===== config.mk =====
export PLATFORM = sky130hd
export DESIGN_NAME = axis_homing_sequencer
export DESIGN_NICKNAME = d
export VERILOG_FILES = /design/src/rtl/homing_pkg.sv /design/src/rtl/axis_homing_sequencer.sv
export SDC_FILE = /design/constraint.sdc
export NUM_CORES = 1
export LEC_CHECK = 0
export ABC_CLOCK_PERIOD_IN_PS = 3600
export BUFFER_PORTS_ARGS = -buffer_cell sky130_fd_sc_hd__buf_2
export CORE_MARGIN = 1
export CORE_UTILIZATION = 62
export DETAILED_ROUTE_END_ITERATION = 16
export GPL_TIMING_DRIVEN = 0
export PLACE_DENSITY_LB_ADDON = 0.1
export SYNTH_ARGS = -nofsm -noshare
export SYNTH_HDL_FRONTEND = slang
export SYNTH_SLANG_ARGS = --single-unit

===== constraint.sdc =====
create_clock -name clk -period 3.6 [get_ports clk]
set_input_delay 0.72 -clock clk [delete_from_list [all_inputs] [get_ports clk]]
set_output_delay 0.72 -clock clk [all_outputs]
set_load 0.05 [all_outputs]

===== src/rtl/homing_pkg.sv =====
// package: types and constants for the axis homing sequencer
package homing_pkg;

  // width of the homing mode selector
  localparam int unsigned MODE_W = 5;

  // supported homing modes
  localparam logic [MODE_W-1:0] MODE_NEG_LIMIT   = 5'h01;
  localparam logic [MODE_W-1:0] MODE_POS_LIMIT   = 5'h02;
  localparam logic [MODE_W-1:0] MODE_HOME_REV    = 5'h03;
  localparam logic [MODE_W-1:0] MODE_HOME_FWD    = 5'h04;
  localparam logic [MODE_W-1:0] MODE_HOME_NREV   = 5'h05;
  localparam logic [MODE_W-1:0] MODE_HOME_NFWD   = 5'h06;
  localparam logic [MODE_W-1:0] MODE_HOME_PL_REV = 5'h07;
  localparam logic [MODE_W-1:0] MODE_HOME_PL_FWD = 5'h08;
  localparam logic [MODE_W-1:0] MODE_HOME_PL_PAS = 5'h09;

  // switch and index inputs, all active high
  typedef struct packed {
    logic neg_limit;
    logic pos_limit;
    logic home_sw;
    logic index_z;
  } sw_type;

  // command to the downstream motion generator
  typedef struct packed {
    logic move;     // axis in motion
    logic dir_pos;  // 1 = positive direction
    logic phase2;   // 1 = second-phase speed, 0 = first-phase speed
  } motion_type;

  // reset values
  localparam sw_type     SW_RESET     = 4'h0;
  localparam motion_type MOTION_RESET = 3'h0;

  // sequencer states, gray coded along the usual path from idle to index
  typedef enum logic [2:0] {
    ST_IDLE  = 3'h0,
    ST_LEG1  = 3'h1,
    ST_LEG2  = 3'h3,
    ST_LEG3  = 3'h2,
    ST_LEG4  = 3'h6,
    ST_INDEX = 3'h7
  } state_type;

endpackage : homing_pkg


===== src/rtl/axis_homing_sequencer.sv =====
// module: homing sequencer for one motion axis, modes 1 to 9
`timescale 1ns/1ps

module axis_homing_sequencer (
  input  wire logic                          clk,
  input  wire logic                          nrst,
  input  wire logic                          homing_command,
  input  wire logic [homing_pkg::MODE_W-1:0] mode,
  input  wire homing_pkg::sw_type            sw_pins,
  output homing_pkg::motion_type             motion_r,
  output logic                               busy_r,
  output logic                               homing_done_r,
  output logic                               command_refused_r
);

  ////////////////////////////////////////////////////////////////////////////
  // helpers

  // a mode this sequencer knows how to run
  function automatic logic mode_ok(input logic [homing_pkg::MODE_W-1:0] m);
    mode_ok = (m >= homing_pkg::MODE_NEG_LIMIT) && (m <= homing_pkg::MODE_HOME_PL_PAS);
  endfunction : mode_ok

  // the switch that decides the start branch and the first trigger
  function automatic logic act_sw(input logic [homing_pkg::MODE_W-1:0] m,
                                  input homing_pkg::sw_type s);
    if (m == homing_pkg::MODE_NEG_LIMIT) begin
      act_sw = s.neg_limit;
    end else if (m == homing_pkg::MODE_POS_LIMIT) begin
      act_sw = s.pos_limit;
    end else begin
      act_sw = s.home_sw;
    end
  endfunction : act_sw

  // first move: second-phase speed when the switch is already active
  function automatic homing_pkg::motion_type first_move(
      input logic [homing_pkg::MODE_W-1:0] m, input logic on);
    homing_pkg::motion_type mv;
    mv.move   = 1'b1;
    mv.phase2 = on;
    case (m)
      homing_pkg::MODE_NEG_LIMIT: mv.dir_pos = on;
      homing_pkg::MODE_POS_LIMIT: mv.dir_pos = ~on;
      homing_pkg::MODE_HOME_NREV,
      homing_pkg::MODE_HOME_NFWD: mv.dir_pos = on;
      homing_pkg::MODE_HOME_PL_PAS: mv.dir_pos = 1'b1;
      default: mv.dir_pos = ~on;
    endcase
    first_move = mv;
  endfunction : first_move

  // build a moving command
  function automatic homing_pkg::motion_type go(input logic dir_pos, input logic phase2);
    homing_pkg::motion_type mv;
    mv.move    = 1'b1;
    mv.dir_pos = dir_pos;
    mv.phase2  = phase2;
    go = mv;
  endfunction : go

  // the six codes the sequencer walks; any other code is treated as a fault
  function automatic logic state_known(input homing_pkg::state_type s);
    case (s)
      homing_pkg::ST_IDLE,
      homing_pkg::ST_LEG1,
      homing_pkg::ST_LEG2,
      homing_pkg::ST_LEG3,
      homing_pkg::ST_LEG4,
      homing_pkg::ST_INDEX: state_known = 1'b1;
      default:              state_known = 1'b0;
    endcase
  endfunction : state_known

  ////////////////////////////////////////////////////////////////////////////
  // input synchronisers
  // switches and the index arrive from the machine with no relation to clk

  homing_pkg::sw_type    sync1_r;
  homing_pkg::sw_type    sw_r;
  homing_pkg::sw_type    sw_prev_r;
  logic                  z_rise;

  // two flops per pin; sync1_r is read by sw_r alone
  always_ff @(posedge clk) begin
    if (!nrst) begin
      sync1_r   <= homing_pkg::SW_RESET;
      sw_r      <= homing_pkg::SW_RESET;
      sw_prev_r <= homing_pkg::SW_RESET;
    end else begin
      sync1_r   <= sw_pins;
      sw_r      <= sync1_r;
      sw_prev_r <= sw_r;
    end
  end

  // index edge detector works on the settled copy
  assign z_rise = sw_r.index_z & ~sw_prev_r.index_z;

  ////////////////////////////////////////////////////////////////////////////
  // sequencer
  //
  // limitation: there is no abort; only reset ends a run before its index edge
  // trade-off: switch levels act 3 cycles after the pin moves, so the axis
  // overshoots each trigger by that much travel before the new command

  homing_pkg::state_type           state_r;
  logic [homing_pkg::MODE_W-1:0]   mode_r;
  logic                            on_r;      // switch active at command
  logic                            lim_r;     // mode 8 must still cross the switch
  logic                            idx_hs_r;  // index only counts while switch is on
  logic                            trig;

  // trigger switch level for the latched mode
  assign trig = act_sw(mode_r, sw_r);

  // strobes shared by the sequencer and the status flags
  logic                            idle_cmd;  // command seen while idle
  logic                            start_ok;  // command with a mode this block runs
  logic                            home_hit;  // qualifying index edge, the run ends here

  // commands only count in idle; a held command restarts once done has gone out
  assign idle_cmd = (state_r == homing_pkg::ST_IDLE) && homing_command;
  assign start_ok = idle_cmd && mode_ok(mode);

  // paths that end on the switch only accept an index edge while it is still on
  assign home_hit = (state_r == homing_pkg::ST_INDEX) && z_rise &&
                    (!idx_hs_r || sw_r.home_sw);

  // one process owns the whole sequence so leg changes and motion stay in step
  always_ff @(posedge clk) begin
    if (!nrst) begin
      state_r           <= homing_pkg::ST_IDLE;
      mode_r            <= homing_pkg::MODE_NEG_LIMIT;
      on_r              <= 1'b0;
      lim_r             <= 1'b0;
      idx_hs_r          <= 1'b0;
      motion_r          <= homing_pkg::MOTION_RESET;
    end else begin
      case (state_r)
        homing_pkg::ST_IDLE: begin
          if (start_ok) begin
            // branch is latched here and only mode 9 sets it again; other switch changes steer legs only
            mode_r   <= mode;
            on_r     <= act_sw(mode, sw_r);
            lim_r    <= 1'b0;
            idx_hs_r <= 1'b0;
            motion_r <= first_move(mode, act_sw(mode, sw_r));
            state_r  <= homing_pkg::ST_LEG1;
          end
        end

        // first leg: wait for the start switch to change, or in modes 7 to 9 for the positive limit
        homing_pkg::ST_LEG1: begin
          if (on_r) begin
            if (!trig) begin
              case (mode_r)
                homing_pkg::MODE_HOME_FWD,
                homing_pkg::MODE_HOME_PL_FWD: begin
                  motion_r <= go(1'b1, 1'b1);
                end
                homing_pkg::MODE_HOME_NFWD,
                homing_pkg::MODE_HOME_PL_PAS: begin
                  motion_r <= go(1'b0, 1'b1);
                end
                default: begin
                  motion_r <= motion_r;
                end
              endcase
              state_r <= homing_pkg::ST_INDEX;
            end
          end else begin
            case (mode_r)
              homing_pkg::MODE_HOME_FWD: begin
                if (trig) begin
                  motion_r <= go(motion_r.dir_pos, 1'b1);
                  state_r  <= homing_pkg::ST_INDEX;
                end
              end
              homing_pkg::MODE_HOME_NFWD: begin
                if (trig) begin
                  motion_r <= go(motion_r.dir_pos, 1'b1);
                  idx_hs_r <= 1'b1;
                  state_r  <= homing_pkg::ST_INDEX;
                end
              end
              homing_pkg::MODE_HOME_PL_REV: begin
                if (trig) begin
                  motion_r <= go(~motion_r.dir_pos, 1'b1);
                  state_r  <= homing_pkg::ST_LEG2;
                end else if (sw_r.pos_limit) begin
                  motion_r <= go(1'b0, 1'b0);
                  state_r  <= homing_pkg::ST_LEG3;
                end
              end
              homing_pkg::MODE_HOME_PL_FWD: begin
                if (trig) begin
                  motion_r <= go(motion_r.dir_pos, 1'b1);
                  idx_hs_r <= 1'b1;
                  state_r  <= homing_pkg::ST_INDEX;
                end else if (sw_r.pos_limit) begin
                  motion_r <= go(1'b0, 1'b0);
                  lim_r    <= 1'b1;
                  state_r  <= homing_pkg::ST_LEG3;
                end
              end
              homing_pkg::MODE_HOME_PL_PAS: begin
                if (trig) begin
                  // slow down and reuse the on-branch for the reversal
                  motion_r <= go(motion_r.dir_pos, 1'b1);
                  on_r     <= 1'b1;
                end else if (sw_r.pos_limit) begin
                  motion_r <= go(1'b0, 1'b0);
                  state_r  <= homing_pkg::ST_LEG3;
                end
              end
              default: begin
                if (trig) begin
                  motion_r <= go(~motion_r.dir_pos, 1'b1);
                  state_r  <= homing_pkg::ST_LEG2;
                end
              end
            endcase
          end
        end

        // second-phase speed, reversed or in mode 7 still moving negative after the limit: wait for the switch to clear
        homing_pkg::ST_LEG2: begin
          if (!trig) begin
            state_r <= homing_pkg::ST_INDEX;
          end
        end

        // after a positive-limit reversal: wait for the home switch
        homing_pkg::ST_LEG3: begin
          if (sw_r.home_sw) begin
            case (mode_r)
              homing_pkg::MODE_HOME_PL_REV: begin
                motion_r <= go(motion_r.dir_pos, 1'b1);
                state_r  <= homing_pkg::ST_LEG2;
              end
              homing_pkg::MODE_HOME_PL_FWD: begin
                if (lim_r) begin
                  state_r <= homing_pkg::ST_LEG4;
                end else begin
                  motion_r <= go(motion_r.dir_pos, 1'b1);
                  idx_hs_r <= 1'b1;
                  state_r  <= homing_pkg::ST_INDEX;
                end
              end
              default: begin
                motion_r <= go(motion_r.dir_pos, 1'b1);
                idx_hs_r <= 1'b1;
                state_r  <= homing_pkg::ST_INDEX;
              end
            endcase
          end
        end

        // mode 8 crossing the switch at first-phase speed, reverse on its far side
        homing_pkg::ST_LEG4: begin
          if (!sw_r.home_sw) begin
            motion_r <= go(~motion_r.dir_pos, 1'b0);
            lim_r    <= 1'b0;
            state_r  <= homing_pkg::ST_LEG3;
          end
        end

        // wait for the qualifying index edge
        homing_pkg::ST_INDEX: begin
          if (home_hit) begin
            motion_r <= homing_pkg::MOTION_RESET;
            state_r  <= homing_pkg::ST_IDLE;
          end
        end

        default: begin
          motion_r <= homing_pkg::MOTION_RESET;
          state_r  <= homing_pkg::ST_IDLE;
        end
      endcase
    end
  end

  ////////////////////////////////////////////////////////////////////////////
  // status flags
  // each flag has its own process so a change to one cannot disturb the others

  // busy spans the run and also drops if the sequencer has to fall back to idle
  always_ff @(posedge clk) begin
    if (!nrst) begin
      busy_r <= 1'b0;
    end else if (start_ok) begin
      busy_r <= 1'b1;
    end else if (home_hit || !state_known(state_r)) begin
      busy_r <= 1'b0;
    end
  end

  // done is one cycle wide; the stop itself is issued by the sequencer
  always_ff @(posedge clk) begin
    if (!nrst) begin
      homing_done_r <= 1'b0;
    end else begin
      homing_done_r <= home_hit;
    end
  end

  // modes 0 and 10 and up get a refusal for as long as the command is held in idle and never move the axis
  always_ff @(posedge clk) begin
    if (!nrst) begin
      command_refused_r <= 1'b0;
    end else begin
      command_refused_r <= idle_cmd && !mode_ok(mode);
    end
  end

endmodule : axis_homing_sequencer


==> results of run 1 <==
-- final timing paths --
check | startpoint | end | slack (ns) | cells past startpoint
hold / removal | sync1_r[3] | sw_r[3] | 0.46 | 1
setup reg to reg | mode_r[3] | motion_r[1] | 1.15 | 7
hold reg to reg | sync1_r[3] | sw_r[3] | 0.46 | 1
setup / recovery | mode_r[3] | motion_r[1] | 1.15 | 7
-- metrics by stage --
stage	hold WS, ns	total power (uW)	cell area, sq um	utilization
final	0.459	999	1770	0.713
after global routing	0.486	1060	1770	0.713
after CTS	0.463	982	1770	0.713
after detailed placement	0.432	836	1730	0.698
after global placement	0.419	837	1730	0.698
after floorplan	0.412	722	1610	-
-- routing by layer --
metal | wire length, um | vias to the layer above | track usage
met5 | 0 | - | 0.0238
met2 | 1920 | 134 | 0.544
met1 | 1770 | 795 | 0.456
li1 | - | 827 | -
met3 | 539 | 25 | 0.0690
met4 | 164 | 0 | 0.167
-- where the power goes --
group | internal [uW] | switching (uW) | leakage (uW) | total, uW
sequential | 331 | 31.4 | 0.000213 | 363
combinational | 157 | 334 | 0.000425 | 491
clock | 61.9 | 83.6 | 0.0000210 | 146
total | 550 | 449 | 0.000660 | 999
-- cells by family after synthesis --
group,after synthesis,share of synthesized area
flip-flops,26,0.323
buffers and inverters,21,0.0590
multiplexers,1,0.00621
AO/OA/AOI/OAI,66,0.285
AND/OR/NAND/NOR,94,0.322
XOR/XNOR,1,0.00543
-- final cells by class --
class / count / area, sq um / area share
multi-input cells: 162 / 997 / 0.564
well taps: 30 / 37.5 / 0.0212
plain buffers: 14 / 68.8 / 0.0390
flip-flops and latches: 26 / 520 / 0.295
inverters: 7 / 26.3 / 0.0149
repair buffers: 16 / 80.1 / 0.0453
clock buffers: 4 / 36.3 / 0.0205
-- cell usage after synthesis (3+ instances only) --
cell / count
dfxtp_1: 26
nand2_1: 20
a21oi_1: 14
nor3_1: 13
nor2_1: 11
o21ai_0: 10
and2_1: 9
nand3_1: 8
clkbuf_1: 7
a211oi_1: 6
inv_1: 6
a31oi_1: 5
nor2b_1: 5
a311oi_1: 4
buf_2: 4
nand2b_1: 4
nor4_1: 4
or3_1: 4
nor3b_1: 3
o21a_1: 3
-- critical path: cells and delay by family, from the launching register on --
family | cells | cell delay, ns
compound gates | 4 | 1.06
buf+inv | 1 | 0.15
flops | 1 | 0.33
simple gates | 2 | 0.83
-- registers in the layout, indices dropped and copies added, names as in the netlist --
| name | flops |
|---|---|
| busy_r | 1 |
| state_r | 3 |
| idx_hs_r | 1 |
| mode_r | 5 |
| homing_done_r | 1 |
| motion_r | 3 |
| on_r | 1 |
| sw_r | 4 |
| sync1_r | 4 |
| sw_prev_r | 1 |
| lim_r | 1 |
| command_refused_r | 1 |
==> flow_metrics.env, run 1 <==
export IMPL_layout_filler_cells=222
export IMPL_die_area_sq_um=2810
export IMPL_count_of_flip_flops_with_a_built_in_enable_after_synthesis=0
export IMPL_leading_cell_types_by_total_area_after_synthesis="dfxtp_1 (32%), nand2_1 (4.7%), a21oi_1 (4.3%)"
export IMPL_cts_setup_buffers=0
export IMPL_route_detailed_drc=0
export IMPL_timing_final_hold_violations=0
export IMPL_crit_path_top_delay_cell="nor3b_1"
export IMPL_syn_to_final_growth_pct=9.54
export IMPL_layout_cells_non_filler=259
export IMPL_syn_nets=221
export IMPL_cp_max_fo=10
export IMPL_leading_cell_types_in_the_layout_fill_and_taps_excluded="dfxtp_1 (26), nand2_1 (20), buf_2 (20), a21oi_1 (14), nor3_1 (13)"
export IMPL_detailed_place_hpwl_um=3260
export IMPL_fin_worst_skew_ns=0.00252
export IMPL_drv_cap=0
export IMPL_grt_util_all_layers=0.350
export IMPL_synth_ff_latch_count=26
export IMPL_gp_routability_congestion=0.982
export IMPL_clkSlewWorstSetupHoldPaths_ns=0.13
export IMPL_timing_final_max_slew_violations=0
export IMPL_cts_resized=0
export IMPL_clock_insertion_delay_worst_skew_ns=0.32
export IMPL_timing_setup_critical_path_class="flop to flop"
export IMPL_asyncSetResetFlopFracSynth=0
export IMPL_cts_hold_buffers=0
export IMPL_yosysTopAreaCellShare=0.323
export IMPL_run_status="complete, no violations"
export IMPL_timing_limited_maximum_frequency_ghz=0.409
export IMPL_fp_coreArea_sq_um=2480
export IMPL_worst_ir_drop_vdd_mv=0.409
export IMPL_layout_nets=242
export IMPL_antennaDiodeCount=0
export IMPL_drt_first_iter_violations=155
export IMPL_setup_worst_path_end_class="flop"
export IMPL_worst_slew_margin_rel=0.503
export IMPL_leak_pwr_uw=0.000660
export IMPL_row_count=18
export IMPL_data_required_time_at_the_worst_endpoint_ns=3.85
export IMPL_drt_vias_per_instance=6.88
export IMPL_cell_taking_the_most_area_after_synthesis="dfxtp_1"
export IMPL_antenna_violating_nets_post_route=0
export IMPL_synth_yosys_seq_area_share=0.323
export IMPL_critical_path_max_stage_delay_ns=0.45
export IMPL_detail_route_wirelength_um=4390
export IMPL_firstDrtPassIters=5
export IMPL_synth_cell_type_count=55
export IMPL_first_global_vias=1551
export IMPL_initial_utilization=0.651
export IMPL_postSynthCellCount=209
export IMPL_clock_tree_from_tritoncts="done"
export IMPL_grt_pass1_wl_um=7020
export IMPL_cts_inserted_buffers=3
export IMPL_mean_area_per_synthesized_cell_sq_um=7.72
export IMPL_period_minus_slack_ns=2.45
export IMPL_setup_repair_after_global_routing_missed_its_margin="false"
export IMPL_hold_path_class="flop to flop"
export IMPL_setup_violations=0
export IMPL_syn_cell_area_sq_um=1610
export IMPL_maximum_number_of_pins_on_one_net_before_global_route_repair=15
export IMPL_final_setup_worst_slack_ns=1.15
export IMPL_timing_setup_tns_ns=0
export IMPL_final_clock_period_utilization_by_the_worst_path=0.679
export IMPL_design_portCount=18
export IMPL_grt_ovfl_total=0
export IMPL_cts_root_buf="clkbuf_4"
export IMPL_wire_per_inst_um=17.0
export IMPL_die_span_in_y_um=53
export IMPL_path_cells="buf_4 > nor3b_1 > o21ai_0 > a32oi_1 > o211ai_1 > or3_1 > o31ai_1"
export IMPL_start_kind="flop"
export IMPL_cellPowerDensity_nw_per_um2=566
export IMPL_cts_buffer_depth=2
export IMPL_clkSinkCount=26
export IMPL_numPlacedInstances=255
export IMPL_vias=1781
export IMPL_pre_cts_ws_ns=1.04
export IMPL_arrival_time_of_data_at_the_critical_path_endpoint_ns=2.69
export IMPL_io_buffers=16
export IMPL_layout_cells_most_common="dfxtp_1"
export IMPL_cts_htree_levels=1
export IMPL_most_used_dff_post_synth="dfxtp_1"
export IMPL_final_layout_size_suffix_gt1_frac=0.140
export IMPL_initial_antenna_violation_count=0
export IMPL_timing_worst_slew_pin_value_ns=0.740
export IMPL_yosysWarningCount=0
export IMPL_die_width_um=53
(Power assumes the default switching activity.)
==> run 2, diff against run 1 <==
--- a/config.mk
+++ b/config.mk
@@ -5,10 +5,10 @@
 export SDC_FILE = /design/constraint.sdc
 export NUM_CORES = 1
 export LEC_CHECK = 0
-export ABC_CLOCK_PERIOD_IN_PS = 3600
+export ABC_CLOCK_PERIOD_IN_PS = 2400
 export BUFFER_PORTS_ARGS = -buffer_cell sky130_fd_sc_hd__buf_2
 export CORE_MARGIN = 1
-export CORE_UTILIZATION = 62
+export CORE_UTILIZATION = 57
 export DETAILED_ROUTE_END_ITERATION = 16
 export GPL_TIMING_DRIVEN = 0
 export PLACE_DENSITY_LB_ADDON = 0.1
==> constraint.sdc (replaced) <==
create_clock -name clk -period 2.4 [get_ports clk]
set_input_delay 0.48 -clock clk [delete_from_list [all_inputs] [get_ports clk]]
set_output_delay 0.48 -clock clk [all_outputs]
set_load 0.05 [all_outputs]
==> run 2 against run 1 <==
  * Final cell count increased by 0.39%
  * Die area increased by 8.4%
  * Fmax increased by 3.3%
  * Combinational power increased by 53%
  * Critical path depth increased by 2
  * Worst setup slack got worse by 1.1 ns
  * Flip-flop and latch count unchanged
  * Global-route usage decreased by 1.5 points
  * Critical endpoint unchanged
  * Register-to-register slack got worse by 1.1 ns
  * Design area increased by 1.3%
  * Total power increased by 53%
  * Highest routed layer unchanged
  * Wire length increased by 4.1%
==> flow_metrics.env, run 2 (synthesis gave the netlist of run 1 again) <==
export IMPL_setup_violations=0
export IMPL_maximum_number_of_pins_on_one_net_before_global_route_repair=15
export IMPL_row_count=18
export IMPL_setup_repair_after_global_routing_missed_its_margin="false"
export IMPL_setup_worst_path_end_class="flop"
export IMPL_cellPowerDensity_nw_per_um2=851
export IMPL_detail_route_wirelength_um=4570
export IMPL_timing_worst_slew_pin_value_ns=0.713
export IMPL_final_layout_size_suffix_gt1_frac=0.152
export IMPL_timing_final_max_slew_violations=0
export IMPL_data_required_time_at_the_worst_endpoint_ns=2.64
export IMPL_worst_r2r_startpoint="mode_r[1]"
export IMPL_sequential_cell_area_sq_um=520
export IMPL_postPlaceCellArea_sq_um=1730
export IMPL_clock_insertion_delay_worst_skew_ns=0.33
export IMPL_design_portCount=18
export IMPL_wire_per_inst_um=17.6
export IMPL_hp_start="sw_pins[1]"
export IMPL_drv_cap=0
export IMPL_layout_filler_cells=226
export IMPL_die_span_in_y_um=55.2
export IMPL_clock_tree_from_tritoncts="done"
export IMPL_worst_slew_margin_rel=0.521
export IMPL_leading_cell_types_in_the_layout_fill_and_taps_excluded="dfxtp_1 (26), nand2_1 (20), buf_2 (20), a21oi_1 (14), nor3_1 (13)"
export IMPL_period_minus_slack_ns=2.37
export IMPL_layout_nets=243
export IMPL_reg_top3="mode_r: 5 flops, sw_r: 4 flops, sync1_r: 4 flops"
export IMPL_syn_to_final_growth_pct=11.0
export IMPL_vias=1804
export IMPL_cts_buffer_depth=2
export IMPL_timing_setup_tns_ns=0
export IMPL_firstDrtPassIters=5
export IMPL_fp_coreArea_sq_um=2570
export IMPL_grt_util_all_layers=0.335
export IMPL_timing_setup_critical_path_class="flop to flop"
export IMPL_detailed_place_hpwl_um=3380
export IMPL_clkSlewWorstSetupHoldPaths_ns=0.15
export IMPL_io_buffers=16
export IMPL_clkSinkCount=26
export IMPL_timing_limited_maximum_frequency_ghz=0.422
export IMPL_cts_inserted_buffers=3
export IMPL_grt_ovfl_total=0
export IMPL_timing_final_hold_violations=0
export IMPL_die_area_sq_um=3050
export IMPL_initial_antenna_violation_count=0
export IMPL_worst_setup_path_startpoint="mode_r[1]"
export IMPL_drt_first_iter_violations=170
export IMPL_cts_root_buf="clkbuf_4"
export IMPL_first_global_vias=1570
export IMPL_worst_ir_drop_vdd_mv=0.850
export IMPL_cp_max_fo=10
export IMPL_layout_cells_most_common="dfxtp_1"
export IMPL_leak_pwr_uw=0.000670
export IMPL_pre_cts_ws_ns=0.0229
export IMPL_grt_pass1_wl_um=7070
export IMPL_final_clock_period_utilization_by_the_worst_path=0.987
export IMPL_run_status="complete, no violations"
export IMPL_number_of_flip_flops_under_the_largest_register_name=5
export IMPL_drt_vias_per_instance=6.94
export IMPL_multi_input_comb_area_sq_um=1010
export IMPL_start_kind="flop"
export IMPL_finish_instance_area_sq_um=1790
export IMPL_die_width_um=55.2
export IMPL_antennaDiodeCount=0
export IMPL_antenna_violating_nets_post_route=0
export IMPL_final_setup_worst_slack_ns=0.0321
export IMPL_regMostFlops="mode_r"
export IMPL_gp_routability_congestion=1.03
export IMPL_route_detailed_drc=0
export IMPL_initial_utilization=0.628
export IMPL_cts_htree_levels=1
export IMPL_hold_path_class="input pin to flop"
export IMPL_arrival_time_of_data_at_the_critical_path_endpoint_ns=2.61
export IMPL_fin_worst_skew_ns=0.0146
==> run 2: changes by cell type in the layout (fill, tap and decap cells not counted) <==
| cell | change |
|---|---|
| buf_4 | +1 |
| nor2_1 | -1 |
| nor2_2 | +1 |
| nor3b_1 | -1 |
| nor3b_2 | +1 |
| nor4_2 | -1 |
| nor4_4 | +1 |
==> run 2: report_power, final <==
part | switching, uW | leakage (uW) | internal (uW)
clock | 136 | 0.0000210 | 92.8
sequential | 48.8 | 0.000213 | 497
combinational | 504 | 0.000436 | 245
total | 689 | 0.000670 | 835
==> run 2: final timing paths <==
check	end	slack, ns	cells after the start
worst max-delay path	motion_r[1]	0.03	9
worst min-delay path	sync1_r[1]	0.34	2
worst max register to register	motion_r[1]	0.03	9
worst min register to register	sw_r[0]	0.46	1
==> run 2: metrics by stage <==
stage	hold slack [ns]	total power (uW)	util	std cells
after global placement	0.418	1250	0.674	255
final	0.344	1520	0.697	260
after global routing	0.334	1610	0.697	260
after floorplan	0.412	1080	-	209
after detailed placement	0.426	1260	0.674	255
after CTS	0.351	1480	0.688	259
==> run 2: routing by layer <==
layer	up-vias	GRT usage	wire (um)
met5	-	0	0
li1	832	-	-
met2	141	0.542	2070
met1	810	0.430	1820
met3	21	0.0738	561
met4	0	0.133	119
==> run 2: final cells by class <==
type	instances	share of cell area
multi-input combinational	162	0.566
sequential	26	0.291
timing repair buffer	17	0.0489
buffer	14	0.0384
tap	30	0.0210
clock buffer	4	0.0203
inverter	7	0.0147
==> run 2: critical path, stage by stage (launching register included) <==
cell	delay, ns
dfxtp_1	0.33
buf_2	0.17
nor3b_1	0.17
o21ai_0	0.37
a21o_1	0.17
buf_2	0.21
o211ai_1	0.12
buf_4	0.17
or3_1	0.33
o31ai_1	0.23
==> run 2: what timing repair did <==
action                     CTS  global route
setup buffers                0             1
setup endpoints to repair    0             3
resized for setup            0             3
hold buffers                 0             0
